--- config.mk ---
export PLATFORM = sky130hd
export DESIGN_NAME = pad_acceptance
export DESIGN_NICKNAME = d
export VERILOG_FILES = /design/src/design/pad_pkg.sv /design/src/design/pad_acceptance.sv /design/src/design/pad_fifo.sv /design/src/design/pad_thr_table.sv
export SDC_FILE = /design/constraint.sdc
export NUM_CORES = 1
export LEC_CHECK = 0
export ABC_AREA = 1
export BUFFER_PORTS_ARGS = -buffer_cell sky130_fd_sc_hd__buf_2
export CAP_MARGIN = 20
export CORE_UTILIZATION = 35
export CTS_CLUSTER_DIAMETER = 30
export DETAILED_ROUTE_END_ITERATION = 12
export PLACE_DENSITY = 0.58
export SETUP_SLACK_MARGIN = 0.5
export SYNTH_ARGS = -nofsm -noshare
export SYNTH_HDL_FRONTEND = slang
export SYNTH_SLANG_ARGS = --single-unit
--- constraint.sdc ---
create_clock -name sys_clk -period 1.6 [get_ports sys_clk]
set_input_delay 0 -clock sys_clk [delete_from_list [all_inputs] [get_ports sys_clk]]
set_output_delay 0 -clock sys_clk [all_outputs]
set_load 0.005 [all_outputs]
--- src/design/pad_pkg.sv ---
`default_nettype none
package pad_pkg;
  localparam int          N_CH        = 32;
  localparam int          MUX_WAYS    = 4;
  localparam int          ADC_W       = 12;
  localparam int          THR_W       = 8;
  localparam int          WORD_W      = 32;
  localparam int          FIFO_DEPTH  = 16;
  localparam int          CLK_MHZ     = 250;
  // Whole scan of all channels, longest time, rounded down
  localparam int          CONV_ALL_NS = 10000;
  localparam int          CONV_ALL_CYC = CONV_ALL_NS * CLK_MHZ / 1000;
  // One cycle per channel goes to the store step
  localparam int          CONV_CH_CYC = CONV_ALL_CYC / N_CH - 1;
  // Discharge pulse, least time, rounded up
  localparam int          CLEAR_NS    = 500;
  localparam int          CLEAR_CYC   = (CLEAR_NS * CLK_MHZ + 999) / 1000;
  localparam int          TMR_W       = 8;
  localparam logic [15:0] THR_BASE    = 16'h1080;
  localparam logic [15:0] THR_LAST    = 16'h10BE;
  localparam int          THR_VAL_LSB = 0;
  localparam int          THR_KILL_BIT = 8;
  localparam int          THR_ENT_W   = 9;
  localparam logic [11:0] SLIDE_MAX   = 12'hF00;
  localparam logic [11:0] ADC_FULL    = 12'hFFF;
  localparam logic [7:0]  SLIDE_RST   = 8'h00;
  localparam int          W_DATA_LSB  = 0;
  localparam int          W_OVF_BIT   = 12;
  localparam int          W_BELOW_BIT = 13;
  localparam int          W_CH_LSB    = 16;
  localparam int          W_CH_W      = 6;
  typedef enum logic [2:0] {
    ST_IDLE,
    ST_SAMPLE,
    ST_CONV,
    ST_STORE,
    ST_CLEAR
  } pad_state_t;
endpackage : pad_pkg
`default_nettype wire

--- src/design/pad_acceptance.sv ---
`default_nettype none
// How it works
// - Thirty-two analog channels, each with its own peak hold stage.
// - Channels pass four-way multiplexers into one shared converter.
// - Twelve-bit results; a full scan of all channels ends within 10 us unless a stalled buffer fills the FIFO.
// - Charge during window, convert after it closes, then pulse discharge.
// - With sliding scale on, added level is subtracted before threshold test.
// - With sliding scale on, only results up to 3840 are valid.
// - Value at or above the channel threshold goes to the buffer.
// - Compare top eight result bits with the 8-bit threshold.
// - Below-threshold value kept only when keep-below select is 1.
// - Kept below-threshold word has bit 13 set.
// - One threshold entry per channel, undefined until written.
// - Discard bit blocks storing the channel even above threshold.
// - Threshold entries survive every reset.
// - By default an overflowed result is not stored.
// - Keep-saturated select stores overflows, marking bit 12.
// - Only values passing all tests or admitted by overrides reach buffer.
// - Discard bit 1 aborts storing; 0 lets normal tests run.
// - Word holds result in bits 11..0, channel in bits 21..16.
module pad_acceptance #(
  parameter int N_CH       = pad_pkg::N_CH,
  parameter int FIFO_DEPTH = pad_pkg::FIFO_DEPTH
) (
  input  wire logic                   sys_clk,
  input  wire logic                   arst_n,
  input  wire logic                   gate_in,
  input  wire logic                   keep_below_level_select,
  input  wire logic                   keep_saturated_select,
  input  wire logic                   slide_enable,
  output logic                        charge_switch,
  output logic                        discharge_switch,
  output logic [1:0]                  mux_way_sel,
  output logic [N_CH/4-1:0]           mux_bank_en,
  output logic                        adc_start,
  input  wire logic [11:0]            adc_data,
  input  wire logic                   adc_ovf,
  output logic [7:0]                  slide_dac,
  input  wire logic [15:0]            host_addr,
  input  wire logic                   host_wr,
  input  wire logic                   host_rd,
  input  wire logic [15:0]            host_wdata,
  output logic [15:0]                 host_rdata,
  output logic                        host_ack,
  output logic                        buf_wr_valid,
  input  wire logic                   buf_wr_ready,
  output logic [pad_pkg::WORD_W-1:0]  buf_wr_data,
  output logic                        busy
);
  localparam int CH_W       = $clog2(N_CH);
  localparam int CONV_BOUND = pad_pkg::CONV_ALL_CYC;
  localparam int CLR_M1     = pad_pkg::CLEAR_CYC - 1;
  localparam int CONV_LEN   = pad_pkg::CONV_CH_CYC;

  generate
    if (N_CH < 8 || N_CH > 64 || (N_CH % pad_pkg::MUX_WAYS) != 0) begin : g_chk
      $error("pad_acceptance channel count unsupported");
    end
  endgenerate

  // Reset release
  logic rst_s1_reg;
  logic rst_n_reg;
  always_ff @(posedge sys_clk or negedge arst_n) begin
    if (!arst_n) begin
      rst_s1_reg <= 1'b0;
      rst_n_reg  <= 1'b0;
    end else begin
      rst_s1_reg <= 1'b1;
      rst_n_reg  <= rst_s1_reg;
    end
  end

  // Gate pin synchroniser
  logic g1_reg;
  logic g2_reg;
  logic g3_reg;
  logic gate_lvl_reg;
  logic gate_prev_reg;
  always_ff @(posedge sys_clk or negedge rst_n_reg) begin
    if (!rst_n_reg) begin
      g1_reg        <= 1'b0;
      g2_reg        <= 1'b0;
      g3_reg        <= 1'b0;
      gate_lvl_reg  <= 1'b0;
      gate_prev_reg <= 1'b0;
    end else begin
      g1_reg        <= gate_in;
      g2_reg        <= g1_reg;
      g3_reg        <= g2_reg;
      gate_prev_reg <= gate_lvl_reg;
      if (g2_reg == g3_reg) begin
        gate_lvl_reg <= g3_reg;
      end
    end
  end

  // Sequencer
  pad_pkg::pad_state_t state_reg;
  logic [pad_pkg::TMR_W-1:0] timer_reg;
  logic [CH_W-1:0]           chan_reg;
  logic                      accept;
  logic                      fifo_in_ready;
  logic                      stall;
  logic                      last_conv;
  logic                      last_clear;
  assign stall      = (state_reg == pad_pkg::ST_STORE) && accept && !fifo_in_ready;
  assign last_conv  = timer_reg == pad_pkg::TMR_W'(CONV_LEN - 1);
  assign last_clear = timer_reg == pad_pkg::TMR_W'(CLR_M1);

  always_ff @(posedge sys_clk or negedge rst_n_reg) begin
    if (!rst_n_reg) begin
      state_reg <= pad_pkg::ST_IDLE;
    end else begin
      unique case (state_reg)
        pad_pkg::ST_IDLE: begin
          if (gate_lvl_reg && !gate_prev_reg) begin
            state_reg <= pad_pkg::ST_SAMPLE;
          end
        end
        pad_pkg::ST_SAMPLE: begin
          if (!gate_lvl_reg) begin
            state_reg <= pad_pkg::ST_CONV;
          end
        end
        pad_pkg::ST_CONV: begin
          if (last_conv) begin
            state_reg <= pad_pkg::ST_STORE;
          end
        end
        pad_pkg::ST_STORE: begin
          if (!stall) begin
            if (chan_reg == CH_W'(N_CH - 1)) begin
              state_reg <= pad_pkg::ST_CLEAR;
            end else begin
              state_reg <= pad_pkg::ST_CONV;
            end
          end
        end
        pad_pkg::ST_CLEAR: begin
          if (last_clear) begin
            state_reg <= pad_pkg::ST_IDLE;
          end
        end
      endcase
    end
  end

  always_ff @(posedge sys_clk or negedge rst_n_reg) begin
    if (!rst_n_reg) begin
      timer_reg <= '0;
    end else if (state_reg == pad_pkg::ST_CONV && !last_conv) begin
      timer_reg <= timer_reg + 1'b1;
    end else if (state_reg == pad_pkg::ST_CLEAR && !last_clear) begin
      timer_reg <= timer_reg + 1'b1;
    end else begin
      timer_reg <= '0;
    end
  end

  always_ff @(posedge sys_clk or negedge rst_n_reg) begin
    if (!rst_n_reg) begin
      chan_reg <= '0;
    end else if (state_reg == pad_pkg::ST_SAMPLE) begin
      chan_reg <= '0;
    end else if (state_reg == pad_pkg::ST_STORE && !stall) begin
      chan_reg <= chan_reg + 1'b1;
    end
  end

  assign charge_switch    = state_reg == pad_pkg::ST_SAMPLE;
  assign discharge_switch = state_reg == pad_pkg::ST_CLEAR;
  assign adc_start = (state_reg == pad_pkg::ST_CONV) && (timer_reg == '0);
  assign busy      = state_reg != pad_pkg::ST_IDLE;
  assign mux_way_sel = chan_reg[1:0];

  genvar gb;
  generate
    for (gb = 0; gb < N_CH / 4; gb++) begin : g_bank
      assign mux_bank_en[gb] = (state_reg == pad_pkg::ST_CONV)
                               && (chan_reg[CH_W-1:2] == (CH_W - 2)'(gb));
    end
  endgenerate

  // Sliding scale level, stepped once per conversion
  logic [7:0] slide_reg;
  always_ff @(posedge sys_clk or negedge rst_n_reg) begin
    if (!rst_n_reg) begin
      slide_reg <= pad_pkg::SLIDE_RST;
    end else if (!slide_enable) begin
      slide_reg <= pad_pkg::SLIDE_RST;
    end else if (state_reg == pad_pkg::ST_STORE && !stall) begin
      slide_reg <= slide_reg + 1'b1;
    end
  end
  assign slide_dac = slide_reg;

  // Converter result capture at end of conversion
  logic [11:0] raw_reg;
  logic        ovf_in_reg;
  always_ff @(posedge sys_clk or negedge rst_n_reg) begin
    if (!rst_n_reg) begin
      raw_reg    <= '0;
      ovf_in_reg <= 1'b0;
    end else if (state_reg == pad_pkg::ST_CONV && last_conv) begin
      raw_reg    <= adc_data;
      ovf_in_reg <= adc_ovf;
    end
  end

  // Threshold table
  logic [CH_W-1:0]              host_idx;
  logic                         host_hit;
  logic [15:0]                  host_off;
  logic [pad_pkg::THR_ENT_W-1:0] host_ent;
  logic [pad_pkg::THR_ENT_W-1:0] look_ent;
  assign host_off = host_addr - pad_pkg::THR_BASE;
  assign host_idx = host_off[CH_W:1];
  assign host_hit = (host_addr >= pad_pkg::THR_BASE) && (host_addr <= pad_pkg::THR_LAST)
                    && !host_addr[0];

  pad_thr_table #(
    .N  (N_CH),
    .EW (pad_pkg::THR_ENT_W)
  ) u_thr (
    .sys_clk    (sys_clk),
    .host_idx   (host_idx),
    .host_wr    (host_wr && host_hit),
    .host_wdata (host_wdata[pad_pkg::THR_ENT_W-1:0]),
    .host_rdata (host_ent),
    .look_idx   (chan_reg),
    .look_data  (look_ent)
  );

  logic hit_rd_reg;
  always_ff @(posedge sys_clk or negedge rst_n_reg) begin
    if (!rst_n_reg) begin
      host_ack   <= 1'b0;
      hit_rd_reg <= 1'b0;
    end else begin
      host_ack   <= host_wr || host_rd;
      hit_rd_reg <= host_rd && host_hit;
    end
  end
  assign host_rdata = hit_rd_reg ? {7'h00, host_ent} : 16'h0000;

  // Acceptance decision
  logic [11:0] corr;
  logic [7:0]  thr_val;
  logic        kill;
  logic        ovf;
  logic        ge;
  logic [pad_pkg::WORD_W-1:0] word;
  assign corr    = (raw_reg >= {4'h0, slide_reg}) ? raw_reg - {4'h0, slide_reg} : 12'h000;
  assign thr_val = look_ent[pad_pkg::THR_VAL_LSB +: pad_pkg::THR_W];
  assign kill    = look_ent[pad_pkg::THR_KILL_BIT];
  assign ovf     = ovf_in_reg || (raw_reg == pad_pkg::ADC_FULL)
                   || (slide_enable && corr > pad_pkg::SLIDE_MAX);
  assign ge      = corr[11:4] >= thr_val;
  assign accept  = !kill && (ge || keep_below_level_select)
                   && (!ovf || keep_saturated_select);

  always_comb begin
    word = '0;
    word[pad_pkg::W_DATA_LSB +: pad_pkg::ADC_W] = corr;
    word[pad_pkg::W_OVF_BIT]   = ovf;
    word[pad_pkg::W_BELOW_BIT] = !ge;
    word[pad_pkg::W_CH_LSB +: pad_pkg::W_CH_W] = pad_pkg::W_CH_W'(chan_reg);
  end

  logic push;
  assign push = (state_reg == pad_pkg::ST_STORE) && accept;

  pad_fifo #(
    .W     (pad_pkg::WORD_W),
    .DEPTH (FIFO_DEPTH)
  ) u_fifo (
    .sys_clk   (sys_clk),
    .rst_n     (rst_n_reg),
    .in_valid  (push),
    .in_ready  (fifo_in_ready),
    .in_data   (word),
    .out_valid (buf_wr_valid),
    .out_ready (buf_wr_ready),
    .out_data  (buf_wr_data)
  );

  a_switch_excl: assert property (@(posedge sys_clk) disable iff (!rst_n_reg)
    !(charge_switch && discharge_switch)) else $error("charge and discharge together");
  a_clear_after: assert property (@(posedge sys_clk) disable iff (!rst_n_reg)
    $rose(discharge_switch) |-> $past(state_reg) == pad_pkg::ST_STORE
    && $past(chan_reg) == CH_W'(N_CH - 1)) else $error("discharge before scan end");
  a_clear_len: assert property (@(posedge sys_clk) disable iff (!rst_n_reg)
    $rose(discharge_switch) |-> ##CLR_M1 discharge_switch ##1 !discharge_switch)
    else $error("discharge pulse length wrong");

  // Scan time since the window closed, stalled store cycles left out
  logic [11:0] scan_cyc_reg;
  always_ff @(posedge sys_clk or negedge rst_n_reg) begin
    if (!rst_n_reg) begin
      scan_cyc_reg <= '0;
    end else if (state_reg == pad_pkg::ST_SAMPLE) begin
      scan_cyc_reg <= '0;
    end else if (state_reg inside {pad_pkg::ST_CONV, pad_pkg::ST_STORE} && !stall) begin
      scan_cyc_reg <= scan_cyc_reg + 1'b1;
    end
  end
  a_scan_budget: assert property (@(posedge sys_clk) disable iff (!rst_n_reg)
    (state_reg == pad_pkg::ST_CONV || state_reg == pad_pkg::ST_STORE)
    |-> scan_cyc_reg < 12'(CONV_BOUND)) else $error("scan exceeded budget");
  a_thr_pass: assert property (@(posedge sys_clk) disable iff (!rst_n_reg)
    push && !word[pad_pkg::W_BELOW_BIT] |-> corr[11:4] >= thr_val)
    else $error("below flag clear under threshold");
  a_keep_below: assert property (@(posedge sys_clk) disable iff (!rst_n_reg)
    push && word[pad_pkg::W_BELOW_BIT] |-> keep_below_level_select)
    else $error("below value stored without select");
  a_keep_sat: assert property (@(posedge sys_clk) disable iff (!rst_n_reg)
    push && word[pad_pkg::W_OVF_BIT] |-> keep_saturated_select)
    else $error("overflow stored without select");
  a_kill_block: assert property (@(posedge sys_clk) disable iff (!rst_n_reg)
    (state_reg == pad_pkg::ST_STORE) && kill |-> !push) else $error("killed channel stored");
  a_slide_range: assert property (@(posedge sys_clk) disable iff (!rst_n_reg)
    push && slide_enable && !word[pad_pkg::W_OVF_BIT] |-> corr <= pad_pkg::SLIDE_MAX)
    else $error("slide result over range not flagged");
  a_chan_field: assert property (@(posedge sys_clk) disable iff (!rst_n_reg)
    push |-> word[pad_pkg::W_CH_LSB +: pad_pkg::W_CH_W] == pad_pkg::W_CH_W'(chan_reg))
    else $error("channel field wrong");
  a_one_strobe: assert property (@(posedge sys_clk) disable iff (!rst_n_reg)
    push && fifo_in_ready |=> !push) else $error("two pushes for one channel");
  a_ack_pulse: assert property (@(posedge sys_clk) disable iff (!rst_n_reg)
    (host_wr || host_rd) |=> host_ack) else $error("host access not acknowledged");
  a_drop_below: assert property (@(posedge sys_clk) disable iff (!rst_n_reg)
    (state_reg == pad_pkg::ST_STORE) && (corr[11:4] < thr_val) && !keep_below_level_select
    |-> !push) else $error("below value stored without select");
  a_ovf_drop: assert property (@(posedge sys_clk) disable iff (!rst_n_reg)
    (state_reg == pad_pkg::ST_STORE) && ovf_in_reg && !keep_saturated_select
    |-> !push) else $error("overflowed value stored");
  a_pass_store: assert property (@(posedge sys_clk) disable iff (!rst_n_reg)
    (state_reg == pad_pkg::ST_STORE) && !kill && (corr[11:4] >= thr_val) && !ovf
    |-> push) else $error("passing value not stored");
endmodule : pad_acceptance
`default_nettype wire

--- src/design/pad_fifo.sv ---
`default_nettype none
module pad_fifo #(
  parameter int W     = 32,
  parameter int DEPTH = 16
) (
  input  wire logic         sys_clk,
  input  wire logic         rst_n,
  input  wire logic         in_valid,
  output logic              in_ready,
  input  wire logic [W-1:0] in_data,
  output logic              out_valid,
  input  wire logic         out_ready,
  output logic      [W-1:0] out_data
);
  localparam int AW = $clog2(DEPTH);
  generate
    if (DEPTH < 2 || (1 << AW) != DEPTH) begin : g_chk
      $error("pad_fifo depth must be a power of two");
    end
  endgenerate
  logic [W-1:0] mem [DEPTH];
  logic [AW:0]  wr_ptr_reg;
  logic [AW:0]  rd_ptr_reg;
  logic         full;
  logic         empty;
  assign empty     = wr_ptr_reg == rd_ptr_reg;
  assign full      = (wr_ptr_reg[AW-1:0] == rd_ptr_reg[AW-1:0]) && !empty;
  assign in_ready  = !full;
  assign out_valid = !empty;
  assign out_data  = mem[rd_ptr_reg[AW-1:0]];
  always_ff @(posedge sys_clk) begin
    if (in_valid && !full) begin
      mem[wr_ptr_reg[AW-1:0]] <= in_data;
    end
  end
  always_ff @(posedge sys_clk or negedge rst_n) begin
    if (!rst_n) begin
      wr_ptr_reg <= '0;
    end else if (in_valid && !full) begin
      wr_ptr_reg <= wr_ptr_reg + 1'b1;
    end
  end
  always_ff @(posedge sys_clk or negedge rst_n) begin
    if (!rst_n) begin
      rd_ptr_reg <= '0;
    end else if (out_ready && !empty) begin
      rd_ptr_reg <= rd_ptr_reg + 1'b1;
    end
  end
  a_fifo_no_over: assert property (@(posedge sys_clk) disable iff (!rst_n)
    full |-> !in_ready ##1 $stable(wr_ptr_reg)) else $error("fifo written while full");
endmodule : pad_fifo
`default_nettype wire

--- src/design/pad_thr_table.sv ---
`default_nettype none
module pad_thr_table #(
  parameter int N  = 32,
  parameter int EW = 9
) (
  input  wire logic                 sys_clk,
  input  wire logic [$clog2(N)-1:0] host_idx,
  input  wire logic                 host_wr,
  input  wire logic [EW-1:0]        host_wdata,
  output logic      [EW-1:0]        host_rdata,
  input  wire logic [$clog2(N)-1:0] look_idx,
  output logic      [EW-1:0]        look_data
);
  generate
    if (N < 2 || EW < 1) begin : g_chk
      $error("pad_thr_table size out of range");
    end
  endgenerate
  // No reset: contents survive any reset, undefined until written
  logic [EW-1:0] mem [N];
  always_ff @(posedge sys_clk) begin
    if (host_wr) begin
      mem[host_idx] <= host_wdata;
    end
    host_rdata <= mem[host_idx];
  end
  assign look_data = mem[look_idx];
  a_tbl_write: assert property (@(posedge sys_clk)
    host_wr |=> mem[$past(host_idx)] == $past(host_wdata)) else $error("table write lost");
endmodule : pad_thr_table
`default_nettype wire

==> Implementation_results.wiki <==
{| class="wikitable"
! Metric !! Value
|-
| Number of buffers created by CTS || 139
|-
| First-pass detailed-route iteration total || 6
|-
| Cell Chain, Critical Path || clkinv_8 -> buf_12 -> o21ai_0 -> o22ai_2 -> buf_4 -> nand2_4 -> nand4_1 -> o31ai_2 -> ha_1 -> nand2_2 -> nor2_4 -> nand4_1 -> o2111a_2 -> a21oi_4 -> nand3_4 -> clkinv_8 -> nand2_8 -> nor2_4 -> buf_12 -> clkbuf_16
|-
| # rows || 105
|-
| Number of ports placed on the die boundary || approximately 130
|-
| Flip-flop and latch count after synthesis || 657
|-
| Worst vdd rail ir drop || between 1000 and 1500 uV
|-
| Cell family with the largest share of critical-path delay || compound AO/OA/AOI/OAI gates
|-
| Die span in x || between 200 and 300 microns
|-
| H-Tree Depth || 4
|-
| Tmin final || ~3.7 ns
|-
| Setup repair after global routing missed its margin || true
|-
| Reg clk slew, reported paths || ~0.040 ns
|-
| Post-synthesis instance area || between 20000 and 30000 sq um
|-
| Worst slew pin tran || 0.792 ns
|-
| Leak Pwr || ~16 nW
|-
| Core Footprint || roughly 80000 sq um
|-
| DIE HEIGHT || roughly 290 microns
|-
| Area contributors post-synth || sky130_fd_sc_hd__edfxtp_1, sky130_fd_sc_hd__nor2_1, sky130_fd_sc_hd__dfrtp_1, sky130_fd_sc_hd__o21ai_0, sky130_fd_sc_hd__a22oi_1
|-
| Total count of hold-check failures in the final report || 0
|-
| Number of synthesized flops with an enable pin || slightly below 600
|-
| Fraction of layout instances using a drive strength above 1 || between 30% and 40%
|-
| Sinks on the clock net || between 600 and 700
|-
| Clock latency on the worst-skew pair || roughly 0.73 ns
|-
| Post-Synthesis Cells || roughly 2500
|-
| Required arrival time at the worst endpoint || approximately 2.0 ns
|-
| Run status || finished with violations
|-
| Maximum number of pins on one net before global-route repair || approximately 110
|-
| Port-buffer cells || between 90 and 100
|-
| Area of placed instances || roughly 36000 sq um
|-
| Violations in the final reports || setup timing
|-
| Final slew viol count || 0
|-
| Initial Utilization || between 30% and 40%
|-
| Instance count after placement with tap cells included || approximately 4000
|-
| Residual overflow from global routing || 0
|-
| Layout fillers || between 6000 and 7000
|-
| Count of synthesis-stage warnings from yosys || 0
|-
| Multi-input gate area || 10100 sq um
|-
| Overall track demand over capacity in global routing || a little under a quarter
|-
| Final-report setup violation count || between 600 and 700
|-
| Part of the Yosys area used for sequential elements || about two thirds
|-
| Maximum buffer depth of the clock tree || 3
|-
| Final total power || 71.6 mW
|-
| Number of global-route vias before repair || approximately 24000
|-
| DRC violation total after the first TritonRoute iteration || about 2600
|-
| Detailed placement HPWL || just under 70000 microns
|-
| Final cell count without fillers || around 4400
|-
| Most common cell in the synthesized netlist || sky130_fd_sc_hd__edfxtp_1
|-
| Register-to-Register Setup Slack || -2.14 ns
|-
| Wire length of the first global-routing pass || 148000 microns
|-
| Crit path capture || u_fifo.mem[6][9]
|-
| Combined flip-flop and latch cell area || between 15000 and 20000 sq um
|-
| Destination of the worst register-to-register timing path || u_fifo.mem[6][9]
|-
| Arrival time at the worst endpoint || between 4 and 5 ns
|-
| CTS tree || built
|-
| Crit path launch || chan_reg[0]
|-
| Async set or reset register ratio after synthesis || 8.52%
|-
| Routability Congestion || ~0.95
|-
| Die area || around 84000 sq um
|-
| Levels on crit path || 20
|-
| Final Net Count || 3303
|-
| Antenna Nets Post-Route || 0
|-
| Mean number of vias per cell || approximately 5.5
|-
| Library cell with the largest summed area after synthesis || sky130_fd_sc_hd__edfxtp_1
|-
| Fraction of synthesized cell area taken by the top area cell type || between 60% and 70%
|-
| Primary FF master, synth || sky130_fd_sc_hd__edfxtp_1
|-
| Worst Setup End Kind || flip-flop
|-
| Initial antenna violation count || 1
|-
| Maximum fanout along the worst path || 11
|-
| Post-synthesis to final-layout area growth || 48.9%
|-
| Number of remaining DRC errors || 0
|-
| Pwr dens || between 1500 and 2000 nW/um^2
|-
| R2R cell count || 20
|-
| Flip-flop count of the largest register after layout || ~300
|-
| Post-Synthesis Mean Instance Area || between 10 and 15 sq um
|-
| Worst Slack Setup Final || -2.14 ns
|-
| Reg-to-reg startpoint || chan_reg[0]
|-
| Headroom to the max-slew limit || between 40% and 50%
|-
| CP max stage delay || between 0.5 and 0.6 ns
|-
| Aggregate routed wire length || ~110000 microns
|-
| Drt wl/cell || around 24 microns
|-
| Post-route fraction of the period consumed by the critical path || 233%
|-
| Crit path kind || reg2reg
|-
| Clock Tree Root || sky130_fd_sc_hd__clkbuf_16
|-
| Post-route design area || ~43000 sq um
|-
| Count of different cell masters after synthesis || 59
|-
| Buffers & Inverters on Critical Path || 6
|-
| Worst Clk Skew || roughly 0.050 ns
|-
| Kind of launch point of the worst setup path || flip-flop
|-
| Slowest cell on the critical path || sky130_fd_sc_hd__dfrtp_4
|-
| Worst Hold Class || in2reg
|-
| Most common library cells after synthesis || sky130_fd_sc_hd__edfxtp_1, sky130_fd_sc_hd__nor2_1, sky130_fd_sc_hd__nand2_1
|-
| Maximum clock frequency || about 270 MHz
|-
| Number of vias in the routed layout || ~24000
|-
| Max-cap viol count || 0
|}
==> kinds of logic (layout without fill, tap and decap cells) <==
group | Yosys count | after routing | share of synthesized area, %
fa+ha+maj | 28 | 28 | 1.22
compound gates | 642 | 642 | 13.9
other cells | 2 | 22 | 0.0258
xor+xnor | 22 | 22 | 0.661
buf+inv | 300 | 1103 | 4.46
mux | 38 | 38 | 1.34
simple gates | 825 | 825 | 12.0
flops | 657 | 657 | 66.4
==> worst min path at each step <==
| stage | startpoint | to | cells after the start |
|---|---|---|---|
| after floorplan | arst_n | rst_n_reg | 0 |
| after global placement | arst_n | rst_s1_reg | 1 |
| after detailed placement | arst_n | rst_s1_reg | 1 |
| after CTS | keep_below_level_select | u_fifo.wr_ptr_reg[0] | 6 |
| after global routing | host_addr[5] | u_thr.host_rdata[2] | 5 |
| final | keep_below_level_select | u_fifo.wr_ptr_reg[0] | 6 |
==> cell usage in the layout (no fill, tap or decap), types with 11 or more instances in the layout <==
master                          synthesis  final
sky130_fd_sc_hd__nand3_2                9     22
sky130_fd_sc_hd__o21ai_0              232    164
sky130_fd_sc_hd__o221ai_1              34     29
sky130_fd_sc_hd__clkinv_4               0     20
sky130_fd_sc_hd__nand2_1              248    222
sky130_fd_sc_hd__xor2_1                13     13
sky130_fd_sc_hd__o32ai_2                0     19
sky130_fd_sc_hd__o22ai_2                0     14
sky130_fd_sc_hd__nor2_1               407    326
sky130_fd_sc_hd__clkinvlp_4             0     18
sky130_fd_sc_hd__buf_12                 0     93
sky130_fd_sc_hd__nand2_2                5     16
sky130_fd_sc_hd__ha_4                   0     11
sky130_fd_sc_hd__inv_6                  0     21
sky130_fd_sc_hd__clkbuf_16              0    175
sky130_fd_sc_hd__buf_4                 22    430
sky130_fd_sc_hd__o22ai_1               58     44
sky130_fd_sc_hd__buf_6                  5     21
sky130_fd_sc_hd__nand4_1               31     31
sky130_fd_sc_hd__buf_2                  6     97
sky130_fd_sc_hd__ha_1                  26     15
sky130_fd_sc_hd__o32ai_1               46     26
sky130_fd_sc_hd__inv_2                  5     15
sky130_fd_sc_hd__nor2_2                 2     22
sky130_fd_sc_hd__nor3_1                18     15
sky130_fd_sc_hd__a22oi_1              149    149
sky130_fd_sc_hd__nor2_4                 1     62
sky130_fd_sc_hd__a21oi_1               93     89
sky130_fd_sc_hd__clkinv_1               2     15
sky130_fd_sc_hd__dlygate4sd3_1          0     37
sky130_fd_sc_hd__conb_1                 2     21
sky130_fd_sc_hd__inv_1                116    100
sky130_fd_sc_hd__o21ai_1                5     55
sky130_fd_sc_hd__o21ai_2                0     15
sky130_fd_sc_hd__bufinv_16              0     12
sky130_fd_sc_hd__mux2i_1               31     31
sky130_fd_sc_hd__nand3_1               69     53
sky130_fd_sc_hd__dfrtp_1               56     49
sky130_fd_sc_hd__edfxtp_1             592    592
==> worst min-delay path: stages <==
cell	delay [ns]
sky130_fd_sc_hd__buf_2	0.10
sky130_fd_sc_hd__inv_1	0.16
sky130_fd_sc_hd__a21oi_4	0.09
sky130_fd_sc_hd__nand3_4	0.11
sky130_fd_sc_hd__buf_4	0.14
sky130_fd_sc_hd__xor2_1	0.07
==> final cells by class <==
| class | count | share of cell area [%] |
|---|---|---|
| diodes | 1 | 0.00577 |
| clock buffers | 150 | 8.23 |
| clock inverters | 105 | 2.77 |
| inverters | 123 | 1.21 |
| multi-input cells | 1576 | 23.3 |
| flip-flops and latches | 657 | 44.7 |
| well taps | 1070 | 3.09 |
| repair buffers | 723 | 16.7 |
| repair inverters | 2 | 0.0461 |
==> per-layer routing <==
metal	up-vias	track usage [%]	routed length, microns
met5	-	0	0
met4	0	9.55	3970
met3	245	4.67	8110
met2	1228	38.5	52200
met1	12161	29.8	42700
li1	10761	-	-
==> report_power, final <==
part	total, mW	internal, mW	leakage (nW)	switching [mW]
Clock	28.7	18.5	2.27	10.2
Sequential	19.7	19.4	5.96	0.307
Combinational	23.2	9.92	8.08	13.3
Total	71.6	47.8	16.3	23.8
==> through the flow <==
stage	worst slack [ns]	setup TNS, ns	util, %	hold slack [ns]
global placement	-2.51	-962.19	43.3	-0.214
floorplan	-2.05	-725.50	-	-0.296
CTS	-2.10	-845.40	50.2	0.00628
detailed placement	-2.47	-967.63	43.3	-0.212
global route	-2.19	-877.95	52.8	0.0205
finish	-2.14	-826.22	52.8	0.0254
==> timing repair <==
item,4_1_cts,5_1_grt
hold buffers,37,0
resized for setup,13,241
hold endpoints to repair,325,0
setup buffers,26,38
cloned,0,37
pin swaps,18,76
setup endpoints to repair,700,708
(Power assumes the default switching activity.)
